**src/design/tcm_regs.svh**
```systemverilog
`ifndef TCM_REGS_SVH
`define TCM_REGS_SVH
`define TCM_MODE_CFG_OFFSET 12'h01c
`define TCM_CH_ENABLE_OFFSET 12'h020
`define TCM_MODE_CFG_RESET 16'h0000
`define TCM_CH_ENABLE_RESET 32'h00000000
`define TCM_CH3_SEL_LSB 0
`define TCM_CH3_FAST_BIT 2
`define TCM_CH3_PRELOAD_BIT 3
`define TCM_CH3_MODE_LSB 4
`define TCM_CH3_CLEAR_BIT 7
`define TCM_CH4_SEL_LSB 8
`define TCM_CH4_FAST_BIT 10
`define TCM_CH4_PRELOAD_BIT 11
`define TCM_CH4_MODE_LSB 12
`define TCM_CH4_CLEAR_BIT 15
`define TCM_CH3_EN_BIT 8
`define TCM_CH4_EN_BIT 12
`define TCM_TRIGGER_SOURCE_SELECT_LSB 16
`define TCM_PWM1_MODE 3'h6
`define TCM_PWM2_MODE 3'h7
`endif

```
**src/design/tcm_pkg.sv**
```systemverilog
package tcm_pkg;
    typedef enum logic [1:0] {
        TCM_DIR_OUTPUT = 2'b00,
        TCM_DIR_IN_DIRECT = 2'b01,
        TCM_DIR_IN_CROSS = 2'b10,
        TCM_DIR_IN_TRIG = 2'b11
    } tcm_dir_t;
endpackage : tcm_pkg

```
**src/design/tcm_chan_if.sv**
```systemverilog
`timescale 1ns/1ps
interface tcm_chan_if;
    logic [3:0] filter;
    logic [1:0] prescaler;
    logic enable;
    logic in_raw;
    logic capture;
    modport ctrl (output filter, output prescaler, output enable, output in_raw, input capture);
    modport chan (input filter, input prescaler, input enable, input in_raw, output capture);
endinterface : tcm_chan_if

```
**src/design/tcm_capture_chan.sv**
```systemverilog
`timescale 1ns/1ps
module tcm_capture_chan
    import tcm_pkg::*;
(
    input wire logic clk,
    input wire logic rst_n,
    tcm_chan_if.chan ch
);
    logic [5:0] div_cnt, next_div_cnt;
    logic [3:0] run_cnt, next_run_cnt;
    logic filt, next_filt;
    logic filt_d, next_filt_d;
    logic [2:0] psc_cnt, next_psc_cnt;
    logic cap, next_cap;
    logic [5:0] div_max;
    logic [3:0] need_n;
    logic tick;
    logic [2:0] psc_max;

    // Filter code to sampling divider and run length, one cycle per sample at 1x.
    always_comb begin
        div_max = 6'h00;
        need_n = 4'h1;
        case (ch.filter)
            4'h0: begin div_max = 6'h00; need_n = 4'h1; end
            4'h1: begin div_max = 6'h00; need_n = 4'h2; end
            4'h2: begin div_max = 6'h00; need_n = 4'h4; end
            4'h3: begin div_max = 6'h00; need_n = 4'h8; end
            4'h4: begin div_max = 6'h01; need_n = 4'h6; end
            4'h5: begin div_max = 6'h01; need_n = 4'h8; end
            4'h6: begin div_max = 6'h03; need_n = 4'h6; end
            4'h7: begin div_max = 6'h03; need_n = 4'h8; end
            4'h8: begin div_max = 6'h07; need_n = 4'h6; end
            4'h9: begin div_max = 6'h07; need_n = 4'h8; end
            4'ha: begin div_max = 6'h0f; need_n = 4'h5; end
            4'hb: begin div_max = 6'h0f; need_n = 4'h6; end
            4'hc: begin div_max = 6'h0f; need_n = 4'h8; end
            4'hd: begin div_max = 6'h1f; need_n = 4'h5; end
            4'he: begin div_max = 6'h1f; need_n = 4'h6; end
            default: begin div_max = 6'h1f; need_n = 4'h8; end
        endcase
        case (ch.prescaler)
            2'h0: psc_max = 3'h0;
            2'h1: psc_max = 3'h1;
            2'h2: psc_max = 3'h3;
            default: psc_max = 3'h7;
        endcase
    end

    always_comb begin
        tick = (div_cnt >= div_max);
        next_div_cnt = tick ? 6'h00 : div_cnt + 6'h01;
        next_run_cnt = run_cnt;
        next_filt = filt;
        if (tick) begin
            if (ch.in_raw == filt) begin
                next_run_cnt = 4'h0;
            end else if (run_cnt + 4'h1 >= need_n) begin
                next_filt = ch.in_raw;
                next_run_cnt = 4'h0;
            end else begin
                next_run_cnt = run_cnt + 4'h1;
            end
        end
        next_filt_d = filt;
        next_cap = 1'b0;
        next_psc_cnt = psc_cnt;
        if (!ch.enable) begin
            next_psc_cnt = 3'h0;
        end else if (filt && !filt_d) begin
            if (psc_cnt >= psc_max) begin
                next_psc_cnt = 3'h0;
                next_cap = 1'b1;
            end else begin
                next_psc_cnt = psc_cnt + 3'h1;
            end
        end
    end

    always_ff @(posedge clk) begin
        if (!rst_n) begin
            div_cnt <= 6'h00;
            run_cnt <= 4'h0;
            filt <= 1'b0;
            filt_d <= 1'b0;
            psc_cnt <= 3'h0;
            cap <= 1'b0;
        end else begin
            div_cnt <= next_div_cnt;
            run_cnt <= next_run_cnt;
            filt <= next_filt;
            filt_d <= next_filt_d;
            psc_cnt <= next_psc_cnt;
            cap <= next_cap;
        end
    end

    assign ch.capture = cap;
endmodule : tcm_capture_chan

```
**src/design/tcm_sync2.sv**
```systemverilog
`timescale 1ns/1ps
module tcm_sync2 #(
    parameter int WIDTH = 3
) (
    input wire logic clk,
    input wire logic rst_n,
    input wire logic [WIDTH-1:0] d,
    output logic [WIDTH-1:0] q
);
    logic [WIDTH-1:0] meta, next_meta, next_q;
    always_comb begin
        next_meta = d;
        next_q = meta;
    end
    always_ff @(posedge clk) begin
        if (!rst_n) begin
            meta <= '0;
            q <= '0;
        end else begin
            meta <= next_meta;
            q <= next_q;
        end
    end
endmodule : tcm_sync2

```
**src/design/tcm_ch34_mode_config.sv**
```systemverilog
// Decided for this implementation: register access over APB.
`timescale 1ns/1ps
`include "tcm_regs.svh"
// Contract
// - Output mode: ch4 clear enable bit 15, ch4 compare mode bits 14:12.
// - Output mode: ch4 preload enable bit 11, ch4 fast enable bit 10.
// - Output mode: ch3 clear enable bit 7, ch3 compare mode bits 6:4.
// - Output mode: ch3 preload enable bit 3, ch3 fast enable bit 2.
// - Ch4 direction bits 9:8 equal 00 make channel four an output.
// - Ch4 direction 01 uses input four, 10 uses input three.
// - Ch4 direction 11 uses internal trigger, only when trigger select is internal.
// - Ch4 direction writes accepted only while ch4 enable is 0.
// - Ch3 direction bits 1:0 equal 00 make channel three an output.
// - Ch3 direction 01 uses input three, 10 uses input four.
// - Ch3 direction 11 uses internal trigger, only when trigger select is internal.
// - Ch3 direction writes accepted only while ch3 enable is 0.
// - Input mode: ch4 capture filter bits 15:12, prescaler bits 11:10.
// - Input mode: ch3 capture filter bits 7:4, prescaler bits 3:2.
// - Prescaler 00/01/10/11 captures every 1, 2, 4 or 8 edges.
// - Prescaler counter is cleared while the channel enable is 0.
// - Fast enable acts only in the two PWM compare modes.
module tcm_ch34_mode_config
    import tcm_pkg::*;
(
    input wire logic CLK_SYS,
    input wire logic RST_N,
    input wire logic PSEL,
    input wire logic PENABLE,
    input wire logic PWRITE,
    input wire logic [11:0] PADDR,
    input wire logic [31:0] PWDATA,
    output logic [31:0] PRDATA,
    output logic PREADY,
    output logic PSLVERR,
    input wire logic TIMER_INPUT_THREE,
    input wire logic TIMER_INPUT_FOUR,
    input wire logic INTERNAL_TRIGGER_SIGNAL,
    output logic [2:0] CH3_COMPARE_MODE,
    output logic CH3_CLEAR_ENABLE,
    output logic CH3_PRELOAD_ENABLE,
    output logic CH3_FAST_ENABLE,
    output logic CH3_IS_OUTPUT,
    output logic CH3_CAPTURE,
    output logic [2:0] CH4_COMPARE_MODE,
    output logic CH4_CLEAR_ENABLE,
    output logic CH4_PRELOAD_ENABLE,
    output logic CH4_FAST_ENABLE,
    output logic CH4_IS_OUTPUT,
    output logic CH4_CAPTURE
);
    ////////////////////////////////////////////////////////////////////////////////
    logic [15:0] mode_cfg, next_mode_cfg;
    logic ch3_enable, next_ch3_enable;
    logic ch4_enable, next_ch4_enable;
    logic [2:0] trigger_source_select, next_trigger_source_select;
    logic [31:0] rdata, next_rdata;
    logic err, next_err;
    logic wr_acc, rd_acc, hit_cfg, hit_en, setup_ph;
    logic [2:0] pins_sync;
    tcm_dir_t ch3_dir, ch4_dir;
    logic trig_internal;

    // Pins are asynchronous to the kernel clock and pass two flops first.
    tcm_sync2 #(.WIDTH(3)) u_sync (
        .clk(CLK_SYS),
        .rst_n(RST_N),
        .d({INTERNAL_TRIGGER_SIGNAL, TIMER_INPUT_FOUR, TIMER_INPUT_THREE}),
        .q(pins_sync)
    );

    ////////////////////////////////////////////////////////////////////////////////
    // APB slave: zero wait state, registered read data.
    assign PREADY = 1'b1;
    assign PSLVERR = err;
    assign PRDATA = rdata;
    assign hit_cfg = (PADDR == `TCM_MODE_CFG_OFFSET);
    assign hit_en = (PADDR == `TCM_CH_ENABLE_OFFSET);
    assign setup_ph = PSEL && !PENABLE;
    assign wr_acc = PSEL && PENABLE && PWRITE;
    assign rd_acc = setup_ph && !PWRITE;

    // Writes land at the access edge, where the master samples pready high.
    // Reads are looked up at the setup edge so that registered data and the
    // error flag already stand in the access cycle; a read has no side effect.
    always_comb begin
        next_mode_cfg = mode_cfg;
        next_ch3_enable = ch3_enable;
        next_ch4_enable = ch4_enable;
        next_trigger_source_select = trigger_source_select;
        next_rdata = rdata;
        next_err = setup_ph && !hit_cfg && !hit_en;
        if (wr_acc) begin
            if (hit_cfg) begin
                next_mode_cfg[15:10] = PWDATA[15:10];
                next_mode_cfg[7:2] = PWDATA[7:2];
                if (!ch4_enable) begin
                    next_mode_cfg[9:8] = PWDATA[9:8];
                end
                if (!ch3_enable) begin
                    next_mode_cfg[1:0] = PWDATA[1:0];
                end
            end else if (hit_en) begin
                next_ch3_enable = PWDATA[`TCM_CH3_EN_BIT];
                next_ch4_enable = PWDATA[`TCM_CH4_EN_BIT];
                next_trigger_source_select = PWDATA[`TCM_TRIGGER_SOURCE_SELECT_LSB +: 3];
            end
        end
        if (rd_acc) begin
            if (hit_cfg) begin
                next_rdata = {16'h0000, mode_cfg};
            end else if (hit_en) begin
                next_rdata = 32'h00000000;
                next_rdata[`TCM_CH3_EN_BIT] = ch3_enable;
                next_rdata[`TCM_CH4_EN_BIT] = ch4_enable;
                next_rdata[`TCM_TRIGGER_SOURCE_SELECT_LSB +: 3] = trigger_source_select;
            end else begin
                next_rdata = 32'h00000000;
            end
        end
    end

    always_ff @(posedge CLK_SYS) begin
        if (!RST_N) begin
            mode_cfg <= `TCM_MODE_CFG_RESET;
            ch3_enable <= 1'b0;
            ch4_enable <= 1'b0;
            trigger_source_select <= 3'h0;
            rdata <= `TCM_CH_ENABLE_RESET;
            err <= 1'b0;
        end else begin
            mode_cfg <= next_mode_cfg;
            ch3_enable <= next_ch3_enable;
            ch4_enable <= next_ch4_enable;
            trigger_source_select <= next_trigger_source_select;
            rdata <= next_rdata;
            err <= next_err;
        end
    end

    ////////////////////////////////////////////////////////////////////////////////
    // Field decode. Input fields reuse the same stored bits.
    assign ch3_dir = tcm_dir_t'(mode_cfg[`TCM_CH3_SEL_LSB +: 2]);
    assign ch4_dir = tcm_dir_t'(mode_cfg[`TCM_CH4_SEL_LSB +: 2]);
    // Codes 0 to 3 of the trigger select pick the internal trigger sources.
    assign trig_internal = trigger_source_select[2] == 1'b0;

    tcm_chan_if ch3_if ();
    tcm_chan_if ch4_if ();

    always_comb begin
        CH3_IS_OUTPUT = (ch3_dir == TCM_DIR_OUTPUT);
        CH4_IS_OUTPUT = (ch4_dir == TCM_DIR_OUTPUT);
        CH3_COMPARE_MODE = CH3_IS_OUTPUT ? mode_cfg[`TCM_CH3_MODE_LSB +: 3] : 3'h0;
        CH3_CLEAR_ENABLE = CH3_IS_OUTPUT && mode_cfg[`TCM_CH3_CLEAR_BIT];
        CH3_PRELOAD_ENABLE = CH3_IS_OUTPUT && mode_cfg[`TCM_CH3_PRELOAD_BIT];
        CH3_FAST_ENABLE = CH3_IS_OUTPUT && mode_cfg[`TCM_CH3_FAST_BIT]
            && (CH3_COMPARE_MODE == `TCM_PWM1_MODE || CH3_COMPARE_MODE == `TCM_PWM2_MODE);
        CH4_COMPARE_MODE = CH4_IS_OUTPUT ? mode_cfg[`TCM_CH4_MODE_LSB +: 3] : 3'h0;
        CH4_CLEAR_ENABLE = CH4_IS_OUTPUT && mode_cfg[`TCM_CH4_CLEAR_BIT];
        CH4_PRELOAD_ENABLE = CH4_IS_OUTPUT && mode_cfg[`TCM_CH4_PRELOAD_BIT];
        CH4_FAST_ENABLE = CH4_IS_OUTPUT && mode_cfg[`TCM_CH4_FAST_BIT]
            && (CH4_COMPARE_MODE == `TCM_PWM1_MODE || CH4_COMPARE_MODE == `TCM_PWM2_MODE);
        ch3_if.filter = mode_cfg[7:4];
        ch3_if.prescaler = mode_cfg[3:2];
        ch4_if.filter = mode_cfg[15:12];
        ch4_if.prescaler = mode_cfg[11:10];
        ch3_if.enable = ch3_enable && !CH3_IS_OUTPUT;
        ch4_if.enable = ch4_enable && !CH4_IS_OUTPUT;
        case (ch3_dir)
            TCM_DIR_IN_DIRECT: ch3_if.in_raw = pins_sync[0];
            TCM_DIR_IN_CROSS: ch3_if.in_raw = pins_sync[1];
            TCM_DIR_IN_TRIG: ch3_if.in_raw = trig_internal && pins_sync[2];
            default: ch3_if.in_raw = 1'b0;
        endcase
        case (ch4_dir)
            TCM_DIR_IN_DIRECT: ch4_if.in_raw = pins_sync[1];
            TCM_DIR_IN_CROSS: ch4_if.in_raw = pins_sync[0];
            TCM_DIR_IN_TRIG: ch4_if.in_raw = trig_internal && pins_sync[2];
            default: ch4_if.in_raw = 1'b0;
        endcase
    end

    tcm_capture_chan u_ch3 (
        .clk(CLK_SYS),
        .rst_n(RST_N),
        .ch(ch3_if)
    );
    tcm_capture_chan u_ch4 (
        .clk(CLK_SYS),
        .rst_n(RST_N),
        .ch(ch4_if)
    );

    assign CH3_CAPTURE = ch3_if.capture;
    assign CH4_CAPTURE = ch4_if.capture;
endmodule : tcm_ch34_mode_config

```
**config.mk**
```make
export PLATFORM = sky130hd
export DESIGN_NAME = tcm_ch34_mode_config
export DESIGN_NICKNAME = d
export VERILOG_FILES = /design/src/design/tcm_pkg.sv /design/src/design/tcm_chan_if.sv /design/src/design/tcm_capture_chan.sv /design/src/design/tcm_sync2.sv /design/src/design/tcm_ch34_mode_config.sv
export VERILOG_INCLUDE_DIRS = /design/src /design/src/design
export SDC_FILE = /design/constraint.sdc
export NUM_CORES = 1
export LEC_CHECK = 0
export BUFFER_PORTS_ARGS = -buffer_cell sky130_fd_sc_hd__buf_4
export CAP_MARGIN = 30
export CORE_ASPECT_RATIO = 0.5
export CORE_MARGIN = 3
export CORE_UTILIZATION = 40
export DETAILED_ROUTE_END_ITERATION = 8
export PLACE_DENSITY = 0.69
export SYNTH_ARGS = -nofsm -noshare
export SYNTH_HDL_FRONTEND = slang
export SYNTH_SLANG_ARGS = --single-unit
```
**constraint.sdc**
```tcl
create_clock -name CLK_SYS -period 6.1 [get_ports CLK_SYS]
set_input_delay 0.305 -clock CLK_SYS [delete_from_list [all_inputs] [get_ports CLK_SYS]]
set_output_delay 0.305 -clock CLK_SYS [all_outputs]
set_load 0.01 [all_outputs]
```
==> load_flow_metrics.sql, run 1 <==
INSERT INTO impl_metrics (metric_group, metric, value, unit) VALUES
('critical_path', 'endpoint_kind', 'register', ''),
('cells_and_area', 'diode_count', '0', ''),
('routing', 'mean_routed_wirelength_per_cell', '13.6', 'µm'),
('timing', 'maxClockFrequency', '0.352', 'GHz'),
('power', 'internal_power', '1000', 'µW'),
('floorplan', 'rows', '27', ''),
('cells_and_area', 'fillers', '1099', ''),
('clocking', 'h_tree_lvls', '3', ''),
('cells_and_area', 'fraction_of_final_layout_cells_sized_beyond_drive_strength_1', '18.9', '%'),
('routing', 'iter_0_drt_violations', '242', ''),
('logic_synthesis', 'ys.warnings.count', '0', ''),
('global_route', 'global_route.usage.total', '15.7', '%'),
('timing', 'slew_violations', '0', ''),
('global_route', 'grt_start_max_net_pins', '33', ''),
('cells_and_area', 'multi_input_comb_area', '2560', 'µm²'),
('power', 'seq_power_share', '50.0', '%'),
('critical_path', 'critPathMaxFanout', '10', ''),
('placement', 'placement.io_buffers', '74', ''),
('clocking', 'cts_hold_buffers', '0', ''),
('routing', 'routed-via-count', '3774', ''),
('placement', 'place_hpwl', '7.49', 'mm'),
('power', 'netSwitchingFraction', '21.3', '%'),
('floorplan', 'dieArea', '13600', 'µm²'),
('floorplan', 'fp.dieH', '83.9', 'µm'),
('power', 'worst_ir_drop_vdd', '130', 'µV'),
('min_path', 'hp-class', 'input port to register', ''),
('critical_path', 'critical-path-slowest-cell', 'sky130_fd_sc_hd__nand4_1', ''),
('clocking', 'cts_tree', 'yes', ''),
('critical_path', 'critical_path.max_stage_delay', '830', 'ps'),
('timing', 'layout_min_cycle_time', '2840', 'ps'),
('global_route', 'grt_pass1_wl', '17.5', 'mm'),
('global_route', 'first_global_vias', '3586', ''),
('routing', 'antenna_violating_nets_post_route', '0', ''),
('clocking', 'cts.repair.resized', '0', ''),
('clocking', 'ctsLongestPathBuffers', '2', ''),
('run_status', 'outcome', 'finished, final reports clean', ''),
('clocking', 'buffer_cell_driving_the_clock_tree_root', 'sky130_fd_sc_hd__clkbuf_16', ''),
('timing', 'totalNegativeSetupSlack', '0', 'ps'),
('logic_synthesis', 'flip_flop_and_latch_count_after_synthesis', '97', ''),
('routing', 'routed_wl', '10.5', 'mm'),
('timing', 'worst-slew-pin-transition', '948', 'ps'),
('power', 'switching_power', '271', 'µW'),
('power', 'clock_power_share', '46.1', '%'),
('power', 'power_leakage', '0.00257', 'µW'),
('timing', 'max_slew_margin', '36.6', '%'),
('timing', 'post-route-worst-setup-slack', '3260', 'ps'),
('clocking', 'tritoncts.num_buffers', '9', ''),
('routing', 'first_pass_iters', '5', ''),
('power', 'p_per_area', '220', 'nW/µm²'),
('critical_path', 'cell_by_cell_listing_of_the_critical_path', 'buf_4 > and3_1 > nand4_1 > mux2i_1 > nand2b_1 > ha_1 > inv_1 > mux2_2 > a22oi_1', ''),
('timing', 'min_period_over_period', '46.6', '%'),
('critical_path', 'critPathRequiredTime', '6360', 'ps'),
('placement', 'gp_routability_congestion', '0.781', ''),
('clocking', 'worst_setup_hold_path_clk_slew', '60', 'ps'),
('clocking', 'cts_setup_buffers', '0', ''),
('placement', 'pre_cts_ws', '2930', 'ps'),
('timing', 'setup_repair_after_global_routing_missed_its_margin', 'false', ''),
('clocking', 'worstSkewPairLatency', '340', 'ps'),
('clocking', 'tritoncts_num_sinks', '97', ''),
('global_route', 'global_route.overflow_total', '0', ''),
('critical_path', 'timing_worst_setup_path_type', 'input port to register', ''),
('logic_synthesis', 'synth.lib_cells_used.distinct', '53', ''),
('logic_synthesis', 'post_synth.cell_area_avg', '8.90', 'µm²'),
('floorplan', 'pin_count', '102', ''),
('timing', 'setup_viol', '0', ''),
('timing', 'hold_viol_final', '0', ''),
('floorplan', 'dieWidth', '162', 'µm'),
('critical_path', 'worstPathArrival', '3100', 'ps'),
('logic_synthesis', 'synth_area', '4850', 'µm²'),
('floorplan', 'initial_core_util', '42.5', '%'),
('global_route', 'antenna_found_initial', '0', ''),
('power', 'power.share.combinational', '3.8', '%'),
('timing', 'final_skew', '6.44', 'ps'),
('cells_and_area', 'nets', '702', ''),
('routing', 'via_per_inst', '4.88', ''),
('logic_synthesis', 'seq_area_frac_synth', '40.0', '%'),
('logic_synthesis', 'postSynthCellCount', '545', ''),
('run', 'cap_violations', '0', ''),
('cells_and_area', 'area_delta_synth_final', '19.3', '%'),
('routing', 'detail_route.drc_violations', '0', ''),
('floorplan', 'placeable_core_area', '11400', 'µm²'),
('critical_path', 'timing.critical_path.from_type', 'input port', ''),
('cells_and_area', 'seq_area', '1940', 'µm²');
[path summary, 6_finish.rpt]
path	from	end	slack, ps	cells after the start
max reg2reg	u_ch4.div_cnt[0]	u_ch4.run_cnt[1]	4060	7
min	INTERNAL_TRIGGER_SIGNAL	u_sync.meta[2]	180	2
max	PENABLE	u_ch3.need_n[2]	3260	9
min reg2reg	u_sync.meta[0]	u_sync.q[0]	440	1
[registers in the layout (all words and copies together), names as in the netlist, 3 cells and up]
name,flops
PRDATA,19
mode_cfg,16
trigger_source_select,3
u_ch3.div_cnt,6
u_ch3.div_max,5
u_ch3.need_n,4
u_ch3.psc_cnt,3
u_ch3.run_cnt,4
u_ch4.div_cnt,6
u_ch4.div_max,5
u_ch4.need_n,4
u_ch4.psc_cnt,3
u_ch4.run_cnt,4
u_sync.meta,3
u_sync.q,3
[metrics by stage]
stage	instance area [µm²]	total power [µW]	hold slack, ps	utilization [%]	instances
2_1_floorplan	4900	677	412	-	557
3_3_place_gp	5460	698	421	47.8	756
3_5_place_dp	5480	700	421	48.0	757
4_1_cts	5790	1290	172	50.7	773
5_1_grt	5790	1320	177	50.7	773
6_report	5790	1270	182	50.7	773
[routing by layer]
metal  GRT usage (%)  share of wire [%]
met1            21.2                 48
met2            24.6                 45
met3            4.11                5.2
met4            4.72                1.2
met5               0                  0
[cells in the mapped netlist (all sizes together)]
| library cell | n | area share (%) |
|---|---|---|
| dfxtp | 97 | 40 |
| nand2 | 57 | 4.4 |
| inv | 50 | 3.9 |
| ha | 41 | 11 |
| a21oi | 38 | 3.9 |
| nand3 | 32 | 3.3 |
| nor2 | 28 | 2.2 |
| buf | 21 | 3.1 |
| mux2i | 21 | 4.8 |
| nand2b | 18 | 2.3 |
| and2 | 14 | 1.8 |
| clkbuf | 14 | 1.1 |
| o21ai | 12 | 1.2 |
| nor3 | 11 | 1.3 |
| and3 | 9 | 1.2 |
| xnor2 | 8 | 1.4 |
| xor2 | 8 | 1.4 |
| mux2 | 7 | 1.8 |
| a21o | 6 | 0.93 |
| o22ai | 6 | 0.77 |
| nor2b | 5 | 0.64 |
| o311ai | 4 | 1.0 |
| or2 | 4 | 0.52 |
| a22oi | 3 | 0.46 |
| nand3b | 3 | 0.46 |
| nor3b | 3 | 0.57 |
| a211o | 2 | 0.36 |
| a211oi | 2 | 0.31 |
| a221oi | 2 | 0.36 |
| a311oi | 2 | 0.36 |
| conb | 2 | 0.15 |
| nand4 | 2 | 0.57 |
| nor4 | 2 | 0.88 |
| o2bb2ai | 2 | 0.36 |
| o32ai | 2 | 0.36 |
| or3 | 2 | 0.26 |
| a2bb2oi | 1 | 0.18 |
| and4b | 1 | 0.21 |
| clkinv | 1 | 0.077 |
| nor4b | 1 | 0.18 |
| or3b | 1 | 0.18 |
[placed cells by master (no fill, tap or decap), types with 3 or more instances in the layout]
| master | n |
|---|---|
| sky130_fd_sc_hd__o21ai_0 | 10 |
| sky130_fd_sc_hd__ha_1 | 41 |
| sky130_fd_sc_hd__and2_1 | 14 |
| sky130_fd_sc_hd__a21oi_1 | 38 |
| sky130_fd_sc_hd__nand2_1 | 57 |
| sky130_fd_sc_hd__nor2_1 | 28 |
| sky130_fd_sc_hd__clkbuf_16 | 9 |
| sky130_fd_sc_hd__dfxtp_1 | 97 |
| sky130_fd_sc_hd__xor2_1 | 8 |
| sky130_fd_sc_hd__a22oi_1 | 3 |
| sky130_fd_sc_hd__nor2b_1 | 5 |
| sky130_fd_sc_hd__conb_1 | 14 |
| sky130_fd_sc_hd__xnor2_1 | 8 |
| sky130_fd_sc_hd__o22ai_1 | 6 |
| sky130_fd_sc_hd__and3_1 | 9 |
| sky130_fd_sc_hd__nand2b_1 | 18 |
| sky130_fd_sc_hd__mux2_2 | 5 |
| sky130_fd_sc_hd__a21o_1 | 6 |
| sky130_fd_sc_hd__inv_1 | 48 |
| sky130_fd_sc_hd__nand3_1 | 32 |
| sky130_fd_sc_hd__nand3b_1 | 3 |
| sky130_fd_sc_hd__buf_4 | 75 |
| sky130_fd_sc_hd__mux2i_1 | 19 |
| sky130_fd_sc_hd__nor3_1 | 9 |
| sky130_fd_sc_hd__or2_2 | 4 |
[final cells by class]
class,count,area share [%]
well taps,159,3.44
clock buffers,11,4.36
inverters,51,3.31
flip-flops and latches,97,33.5
clock inverters,5,1.06
repair buffers,76,10.1
multi-input cells,374,44.2
[power by group through the flow]
stage	sequential, µW	combinational (µW)	clock (µW)
after floorplan	651	25.8	0
after global placement	651	46.6	0
after detailed placement	651	48.6	0
after CTS	637	48.8	601
after global routing	637	52.5	626
final	637	48.9	588
[cell families (layout without fill, tap and decap cells)]
family                   after synthesis  after routing  share of synthesized area [%]
AND/OR/NAND/NOR                      193            193                           21.0
flip-flops                            97             97                           40.0
buffers and inverters                 86            143                           8.12
AO/OA/AOI/OAI                         82             82                           10.7
adder cells (fa/ha/maj)               41             41                           10.6
multiplexers                          28             28                           6.63
XOR/XNOR                              16             16                           2.89
other                                  2             14                          0.155
[critical path, delay by kind of cell]
| family | cells | cell delay [ps] |
|---|---|---|
| and+or+nand+nor | 3 | 1530 |
| muxes | 2 | 560 |
| adders and majority gates | 1 | 350 |
| AOI/OAI and AO/OA | 1 | 180 |
| buffers and inverters | 2 | 160 |
No activity file was read; power rests on OpenSTA's default activity.
==> inputs of run 2 (changes only) <==
Clock period 6.1 ns to 2.9 ns, I/O delays scaled along.
==> run 2 against run 1 <==
Total power increased by 110%. First-iteration DRC count decreased by 10%. Highest routed layer unchanged. Setup slack got worse by 2500 ps. Sequential power increased by 110%. Clock skew decreased by 1.3 ps. Final area about the same. Clock-buffer cell count unchanged. Cell count increased by 0.26%. Combinational power increased by 110%. Register-to-register slack got worse by 3300 ps. Largest cell class unchanged. Critical path depth decreased by 2.
==> load_flow_metrics.sql, run 2 (synthesis results as in run 1) <==
INSERT INTO impl_metrics (metric_group, metric, value, unit) VALUES
('timing', 'worst-slew-pin-transition', '886', 'ps'),
('global_route', 'grt_start_max_net_pins', '34', ''),
('floorplan', 'rows', '27', ''),
('min_path', 'worst_hold_startpoint', 'TIMER_INPUT_FOUR', ''),
('cells_and_area', 'largest_register_ffs', '19', ''),
('floorplan', 'dieArea', '13600', 'µm²'),
('floorplan', 'dieWidth', '162', 'µm'),
('clocking', 'tritoncts.num_buffers', '9', ''),
('clocking', 'tritoncts_num_sinks', '97', ''),
('critical_path', 'crit-reg2reg-capture', 'u_ch4.run_cnt[1]', ''),
('timing', 'maxClockFrequency', '0.472', 'GHz'),
('placement', 'placement.io_buffers', '74', ''),
('critical_path', 'timing_worst_setup_path_type', 'register to register', ''),
('placement', 'place_hpwl', '7.44', 'mm'),
('cells_and_area', 'fillers', '1105', ''),
('cells_and_area', 'fraction_of_final_layout_cells_sized_beyond_drive_strength_1', '19.2', '%'),
('global_route', 'grt_pass1_wl', '17.1', 'mm'),
('power', 'worst_ir_drop_vdd', '276', 'µV'),
('clocking', 'ctsLongestPathBuffers', '2', ''),
('min_path', 'hold_depth', '2', ''),
('critical_path', 'endpoint_kind', 'register', ''),
('power', 'power_leakage', '0.00257', 'µW'),
('global_route', 'grt_use_met1', '20.7', '%'),
('cells_and_area', 'final_cell_mix', 'sky130_fd_sc_hd__dfxtp_1, sky130_fd_sc_hd__buf_4, sky130_fd_sc_hd__nand2_1, sky130_fd_sc_hd__inv_1, sky130_fd_sc_hd__ha_1', ''),
('routing', 'first_pass_iters', '4', ''),
('critical_path', 'reg2reg_slack', '780', 'ps'),
('power', 'totalPowerFinal', '2650', 'µW'),
('min_path', 'timing.hold.worst_endpoint', 'u_sync.meta[1]', ''),
('floorplan', 'placeable_core_area', '11400', 'µm²'),
('cells_and_area', 'diode_count', '0', ''),
('global_route', 'first_global_vias', '3544', ''),
('placement', 'detailed_place.area', '5480', 'µm²'),
('global_route', 'globalRouteMet2Util', '24.0', '%'),
('critical_path', 'critPathMaxFanout', '4', ''),
('global_route', 'antenna_found_initial', '0', ''),
('global_route', 'global_route.usage.total', '15.4', '%'),
('placement', 'gp_routability_congestion', '0.787', ''),
('timing', 'final_skew', '5.16', 'ps'),
('critical_path', 'timing.critical_path.from_type', 'register', ''),
('placement', 'pre_cts_ws', '541', 'ps'),
('timing', 'setup_repair_after_global_routing_missed_its_margin', 'false', ''),
('floorplan', 'fp.dieH', '83.9', 'µm'),
('clocking', 'h_tree_lvls', '3', ''),
('routing', 'via_per_inst', '4.90', ''),
('critical_path', 'reg2reg_depth', '7', ''),
('timing', 'slew_violations', '0', ''),
('routing', 'routed-via-count', '3799', ''),
('run_status', 'outcome', 'finished, final reports clean', ''),
('clocking', 'cts.repair.resized', '0', ''),
('timing', 'min_period_over_period', '73.1', '%'),
('global_route', 'gr-max-usage-layer', 'met2', ''),
('routing', 'iter_0_drt_violations', '217', ''),
('timing', 'post-route-worst-setup-slack', '780', 'ps'),
('floorplan', 'pin_count', '102', ''),
('clocking', 'cts_tree', 'yes', ''),
('critical_path', 'worstReg2RegStart', 'u_ch4.div_cnt[0]', ''),
('critical_path', 'critPathRequiredTime', '3140', 'ps'),
('cells_and_area', 'final_cell_area', '5790', 'µm²'),
('critical_path', 'worstPathArrival', '2360', 'ps'),
('clocking', 'worstSkewPairLatency', '340', 'ps'),
('timing', 'setup_viol', '0', ''),
('routing', 'mean_routed_wirelength_per_cell', '13.2', 'µm'),
('clocking', 'cts_setup_buffers', '0', ''),
('timing', 'post_route_worst_hold_slack', '28.0', 'ps'),
('run', 'cap_violations', '0', ''),
('clocking', 'buffer_cell_driving_the_clock_tree_root', 'sky130_fd_sc_hd__clkbuf_16', ''),
('routing', 'detail_route.drc_violations', '0', ''),
('global_route', 'groute.layer.met3.usage', '4.31', '%'),
('power', 'p_per_area', '457', 'nW/µm²'),
('timing', 'totalNegativeSetupSlack', '0', 'ps'),
('routing', 'antenna_violating_nets_post_route', '0', ''),
('clocking', 'worst_setup_hold_path_clk_slew', '60', 'ps'),
('floorplan', 'initial_core_util', '42.5', '%'),
('timing', 'layout_min_cycle_time', '2120', 'ps'),
('clocking', 'cts_hold_buffers', '0', ''),
('cells_and_area', 'nets', '704', ''),
('min_path', 'hp-class', 'input port to register', ''),
('timing', 'hold_viol_final', '0', ''),
('timing', 'max_slew_margin', '40.2', '%'),
('routing', 'routed_wl', '10.2', 'mm'),
('global_route', 'global_route.overflow_total', '0', ''),
('cells_and_area', 'layout.cells.most_common', 'sky130_fd_sc_hd__dfxtp_1', ''),
('cells_and_area', 'area_delta_synth_final', '19.2', '%');
[run 2: worst max-delay path, cell delays in order (launching register included)]
cell                       delay [ps]
sky130_fd_sc_hd__dfxtp_1          380
sky130_fd_sc_hd__inv_1             60
sky130_fd_sc_hd__ha_1             260
sky130_fd_sc_hd__nand2b_1          90
sky130_fd_sc_hd__a21oi_1           70
sky130_fd_sc_hd__o21ai_0          420
sky130_fd_sc_hd__o311ai_0         420
sky130_fd_sc_hd__o32ai_1          330
[run 2: worst max path at each step]
| stage | end | slack (ps) | depth (start not counted) | start |
|---|---|---|---|---|
| 2_1_floorplan | u_ch3.need_n[2] | 900 | 9 | PADDR[7] |
| 3_5_place_dp | u_ch3.need_n[2] | 540 | 10 | PADDR[7] |
| 6_report | u_ch4.run_cnt[1] | 780 | 7 | u_ch4.div_cnt[0] |
| 5_1_grt | u_ch4.run_cnt[1] | 570 | 7 | u_ch4.div_cnt[0] |
| 3_3_place_gp | u_ch3.need_n[2] | 600 | 10 | PADDR[7] |
| 4_1_cts | u_ch4.run_cnt[1] | 750 | 7 | u_ch4.div_cnt[0] |
[run 2: metal layers]
layer  up-vias  wire length [µm]
li1       1937                 -
met1      1774              5160
met2        76              4460
met3        12               488
met4         0               139
met5         -                 0
[run 2: where the power goes]
| group | internal [µW] | switching, µW | leakage [µW] | total, µW |
|---|---|---|---|---|
| Combinational | 47.1 | 54.3 | 0.00163 | 101 |
| Clock | 712 | 492 | 0.000155 | 1200 |
| Sequential | 1340 | 2.23 | 0.000783 | 1340 |
[run 2: area by class of cell]
| type | count | area (µm²) | area share, % |
|---|---|---|---|
| multi-input combinational | 374 | 2560 | 44.3 |
| tap | 159 | 199 | 3.44 |
| clock inverter | 5 | 53.8 | 0.930 |
| inverter | 51 | 191 | 3.31 |
| clock buffer | 11 | 253 | 4.37 |
| sequential | 97 | 1940 | 33.6 |
| timing repair buffer | 78 | 586 | 10.1 |
[run 2: through the flow]
| step | util, % | std cells |
|---|---|---|
| 5_1_grt | 50.7 | 775 |
| 2_1_floorplan | - | 557 |
| 4_1_cts | 50.7 | 775 |
| 6_report | 50.7 | 775 |
| 3_5_place_dp | 48.0 | 759 |
| 3_3_place_gp | 48.0 | 759 |
==> inputs of run 3 (changes only) <==
Settings changed: ABC_AREA set to 1, PLACE_DENSITY 0.69 to 0.71.
Clock period 2.9 ns to 1.8 ns, I/O delays scaled along.
==> run 3 against run 2 <==
Clock-buffer cell count shrank 1. Via count rose by 14%. Synthesized cell count grew 23%. Clock power rose by 73%. Non-clock buffer count up 33. Register-to-register slack got worse by 690 ps. Cell count rose by 22%. Worst hold slack got worse by 27 ps. Clock skew is 3.9 ps higher. Critical path type unchanged. Largest power group unchanged. Highest routed layer unchanged.
==> load_flow_metrics.sql, run 3 <==
INSERT INTO impl_metrics (metric_group, metric, value, unit) VALUES
('global_route', 'global_route.usage.total', '15.6', '%'),
('routing', 'antenna_violating_nets_post_route', '0', ''),
('global_route', 'grt_pass1_wl', '18.5', 'mm'),
('cells_and_area', 'largest_register_ffs', '19', ''),
('critical_path', 'critical-path-slowest-cell', 'sky130_fd_sc_hd__dfxtp_2', ''),
('run', 'cap_violations', '0', ''),
('min_path', 'timing.hold.worst_endpoint', 'trigger_source_select[0]', ''),
('logic_synthesis', 'seq_area_frac_synth', '37.9', '%'),
('routing', 'routed_wl', '11.2', 'mm'),
('critical_path', 'timing.critical_path.buf_inv', '1', ''),
('critical_path', 'timing_worst_setup_path_type', 'register to register', ''),
('placement', 'place_hpwl', '8.30', 'mm'),
('floorplan', 'pin_count', '102', ''),
('min_path', 'worst_hold_startpoint', 'PWDATA[16]', ''),
('critical_path', 'crit-reg2reg-capture', 'u_ch4.filt', ''),
('critical_path', 'worstPathArrival', '1950', 'ps'),
('timing', 'setup_viol', '0', ''),
('power', 'netSwitchingFraction', '21.3', '%'),
('global_route', 'antenna_found_initial', '0', ''),
('clocking', 'tritoncts.num_buffers', '9', ''),
('clocking', 'cts_tree', 'yes', ''),
('routing', 'routed-via-count', '4331', ''),
('critical_path', 'timing.critical_path.from_type', 'register', ''),
('timing', 'hold_viol_final', '0', ''),
('routing', 'iter_0_drt_violations', '219', ''),
('critical_path', 'reg2reg_slack', '90', 'ps'),
('timing', 'final_skew', '9.03', 'ps'),
('global_route', 'first_global_vias', '3980', ''),
('routing', 'first_pass_iters', '4', ''),
('clocking', 'worstSkewPairLatency', '340', 'ps'),
('cells_and_area', 'postLayoutCoreUtil', '53.6', '%'),
('power', 'power_leakage', '0.00307', 'µW'),
('routing', 'detail_route.drc_violations', '0', ''),
('power', 'internal_power', '3550', 'µW'),
('logic_synthesis', 'synth.lib_cells_used.distinct', '45', ''),
('floorplan', 'dieWidth', '166', 'µm'),
('power', 'clock_power_share', '46.2', '%'),
('critical_path', 'cell_by_cell_listing_of_the_critical_path', 'ha_4 > ha_1 > inv_1 > o21bai_1 > nand3_2 > nand3_4 > nand2_1 > o21ai_1 > nor2_1', ''),
('logic_synthesis', 'post-synth-top-count-cell', 'sky130_fd_sc_hd__nand2_1', ''),
('clocking', 'ctsLongestPathBuffers', '2', ''),
('floorplan', 'initial_core_util', '42.1', '%'),
('cells_and_area', 'diode_count', '0', ''),
('logic_synthesis', 'flip_flop_and_latch_count_after_synthesis', '97', ''),
('floorplan', 'fp.dieH', '86.0', 'µm'),
('routing', 'via_per_inst', '4.58', ''),
('logic_synthesis', 'dominantRegCellSynth', 'sky130_fd_sc_hd__dfxtp_1', ''),
('timing', 'maxClockFrequency', '0.585', 'GHz'),
('logic_synthesis', 'netlist_top_cells_area', 'sky130_fd_sc_hd__dfxtp_1, sky130_fd_sc_hd__ha_1, sky130_fd_sc_hd__nand2_1, sky130_fd_sc_hd__inv_1, sky130_fd_sc_hd__nor2_1', ''),
('logic_synthesis', 'number_of_synthesized_flops_with_an_enable_pin', '0', ''),
('global_route', 'grt_start_max_net_pins', '44', ''),
('logic_synthesis', 'post_synth.cell_area_avg', '7.64', 'µm²'),
('placement', 'gp_routability_congestion', '0.834', ''),
('placement', 'placement.io_buffers', '74', ''),
('timing', 'layout_min_cycle_time', '1710', 'ps'),
('routing', 'mean_routed_wirelength_per_cell', '11.9', 'µm'),
('cells_and_area', 'final_cell_mix', 'sky130_fd_sc_hd__nand2_1, sky130_fd_sc_hd__buf_4, sky130_fd_sc_hd__inv_1, sky130_fd_sc_hd__dfxtp_1, sky130_fd_sc_hd__nor2_1', ''),
('logic_synthesis', 'post_synth_arst_share', '0', '%'),
('critical_path', 'critPathRequiredTime', '2040', 'ps'),
('floorplan', 'placeable_core_area', '12200', 'µm²'),
('critical_path', 'worstReg2RegStart', 'u_ch4.run_cnt[0]', ''),
('clocking', 'tritoncts_num_sinks', '97', ''),
('cells_and_area', 'nets', '868', ''),
('critical_path', 'critical_path.max_stage_delay', '370', 'ps'),
('power', 'worst_ir_drop_vdd', '467', 'µV'),
('power', 'seq_power_share', '48.4', '%'),
('timing', 'min_period_over_period', '94.9', '%'),
('clocking', 'cts_setup_buffers', '0', ''),
('global_route', 'global_route.overflow_total', '0', ''),
('logic_synthesis', 'netlist.area_leader.share', '37.9', '%'),
('cells_and_area', 'layout.cells.most_common', 'sky130_fd_sc_hd__nand2_1', ''),
('critical_path', 'critPathMaxFanout', '6', ''),
('critical_path', 'endpoint_kind', 'register', ''),
('clocking', 'h_tree_lvls', '3', ''),
('timing', 'slew_violations', '0', ''),
('logic_synthesis', 'ys.warnings.count', '0', ''),
('clocking', 'worst_setup_hold_path_clk_slew', '70', 'ps'),
('critical_path', 'crit_family', 'adder cells', ''),
('power', 'totalPowerFinal', '4510', 'µW'),
('timing', 'post_route_worst_hold_slack', '0.590', 'ps'),
('logic_synthesis', 'most_instantiated_cells_after_synthesis', 'sky130_fd_sc_hd__nand2_1, sky130_fd_sc_hd__inv_1, sky130_fd_sc_hd__dfxtp_1', ''),
('logic_synthesis', 'synth_area', '5120', 'µm²'),
('run_status', 'outcome', 'finished, final reports clean', ''),
('power', 'power.share.combinational', '5.4', '%'),
('floorplan', 'dieArea', '14300', 'µm²'),
('min_path', 'hold_depth', '3', ''),
('cells_and_area', 'fraction_of_final_layout_cells_sized_beyond_drive_strength_1', '23.8', '%'),
('logic_synthesis', 'synthDominantAreaCellType', 'sky130_fd_sc_hd__dfxtp_1', ''),
('power', 'p_per_area', '691', 'nW/µm²'),
('cells_and_area', 'area_delta_synth_final', '27.4', '%'),
('power', 'switching_power', '959', 'µW'),
('floorplan', 'rows', '28', ''),
('critical_path', 'reg2reg_depth', '9', ''),
('clocking', 'buffer_cell_driving_the_clock_tree_root', 'sky130_fd_sc_hd__clkbuf_16', ''),
('min_path', 'hp-class', 'input port to register', ''),
('logic_synthesis', 'postSynthCellCount', '670', '');
==> run 3: cell count changes after synthesis, moves of 6 or more <==
cell / delta
sky130_fd_sc_hd__nand2b_1: -18
sky130_fd_sc_hd__and3_1: -9
sky130_fd_sc_hd__nand4_1: +10
sky130_fd_sc_hd__o22ai_1: -6
sky130_fd_sc_hd__a21o_1: -6
sky130_fd_sc_hd__nand2_1: +71
sky130_fd_sc_hd__clkbuf_1: -6
sky130_fd_sc_hd__nor2_1: +46
sky130_fd_sc_hd__mux2i_1: -19
sky130_fd_sc_hd__o21ai_0: +24
sky130_fd_sc_hd__and2_1: -13
sky130_fd_sc_hd__inv_1: +50
==> run 3: power by group through the flow <==
stage	registers, µW	logic, µW	clock network, µW
floorplan	2240	113	0
finish	2180	244	2080
detailed placement	2230	229	0
global placement	2230	226	0
CTS	2180	244	2130
global route	2180	267	2210
==> run 3: cell families (layout without fill, tap and decap cells) <==
group,count (synthesis),count (layout),share of synthesized area (%)
other,2,14,0.147
buffers and inverters,132,230,11.7
XOR/XNOR,13,13,2.22
flip-flops,97,97,37.9
AND/OR/NAND/NOR,294,294,28.0
AO/OA/AOI/OAI,91,91,9.90
adder cells (fa/ha/maj),41,41,10.0
==> run 3: worst register-to-register path, delay by kind of cell (launching register included) <==
| family | cells | cell delay, ps |
|---|---|---|
| fa+ha+maj | 2 | 510 |
| flops | 1 | 370 |
| simple gates | 4 | 370 |
| compound gates | 2 | 310 |
| buf+inv | 1 | 60 |
==> run 3: timing repair <==
| action | CTS | global route |
|---|---|---|
| pin swaps | 1 | 14 |
| hold endpoints to repair | 8 | 0 |
| gates resized for setup | 3 | 35 |
| hold buffers | 8 | 0 |
| setup endpoints to repair | 7 | 16 |
==> run 3: routing by layer <==
layer	part of all wire [%]	wire, µm	global-route usage, %	up-vias
met3	4.3	482	3.50	18
li1	-	-	-	2309
met4	1.8	201	4.53	0
met5	0	0	0	-
met1	47	5320	20.2	1927
met2	46	5200	26.6	77
==> run 3: cell type report <==
cell class              count  area (µm²)
flip-flops and latches     97        1950
repair buffers            111         866
multi-input cells         453        2780
well taps                 165         206
clock buffers              10         239
fillers                  1081        5640
clock inverters             6        90.1
inverters                 103         390
==> run 3: worst max path at each step <==
stage | slack (ps) | cells past startpoint | startpoint | to
global route | -10 | 9 | u_ch4.run_cnt[0] | u_ch4.filt
CTS | 3 | 9 | u_ch3.run_cnt[2] | u_ch3.run_cnt[0]
global placement | 20 | 9 | u_ch3.run_cnt[2] | u_ch3.run_cnt[0]
finish | 90 | 9 | u_ch4.run_cnt[0] | u_ch4.filt
detailed placement | -40 | 9 | u_ch3.run_cnt[2] | u_ch3.run_cnt[0]
floorplan | 10 | 14 | PADDR[7] | u_ch4.need_n[2]
==> run 3: metrics by stage <==
| stage | setup TNS [ps] | instances | cell area (µm²) | setup WS [ps] |
|---|---|---|---|---|
| after global routing | -9.65 | 945 | 6520 | -9.65 |
| after detailed placement | -95.8 | 921 | 5950 | -41.9 |
| after floorplan | 0 | 682 | 5160 | 10.6 |
| after global placement | 0 | 921 | 5950 | 17.3 |
| final | 0 | 945 | 6520 | 91.6 |
| after CTS | 0 | 945 | 6370 | 2.88 |
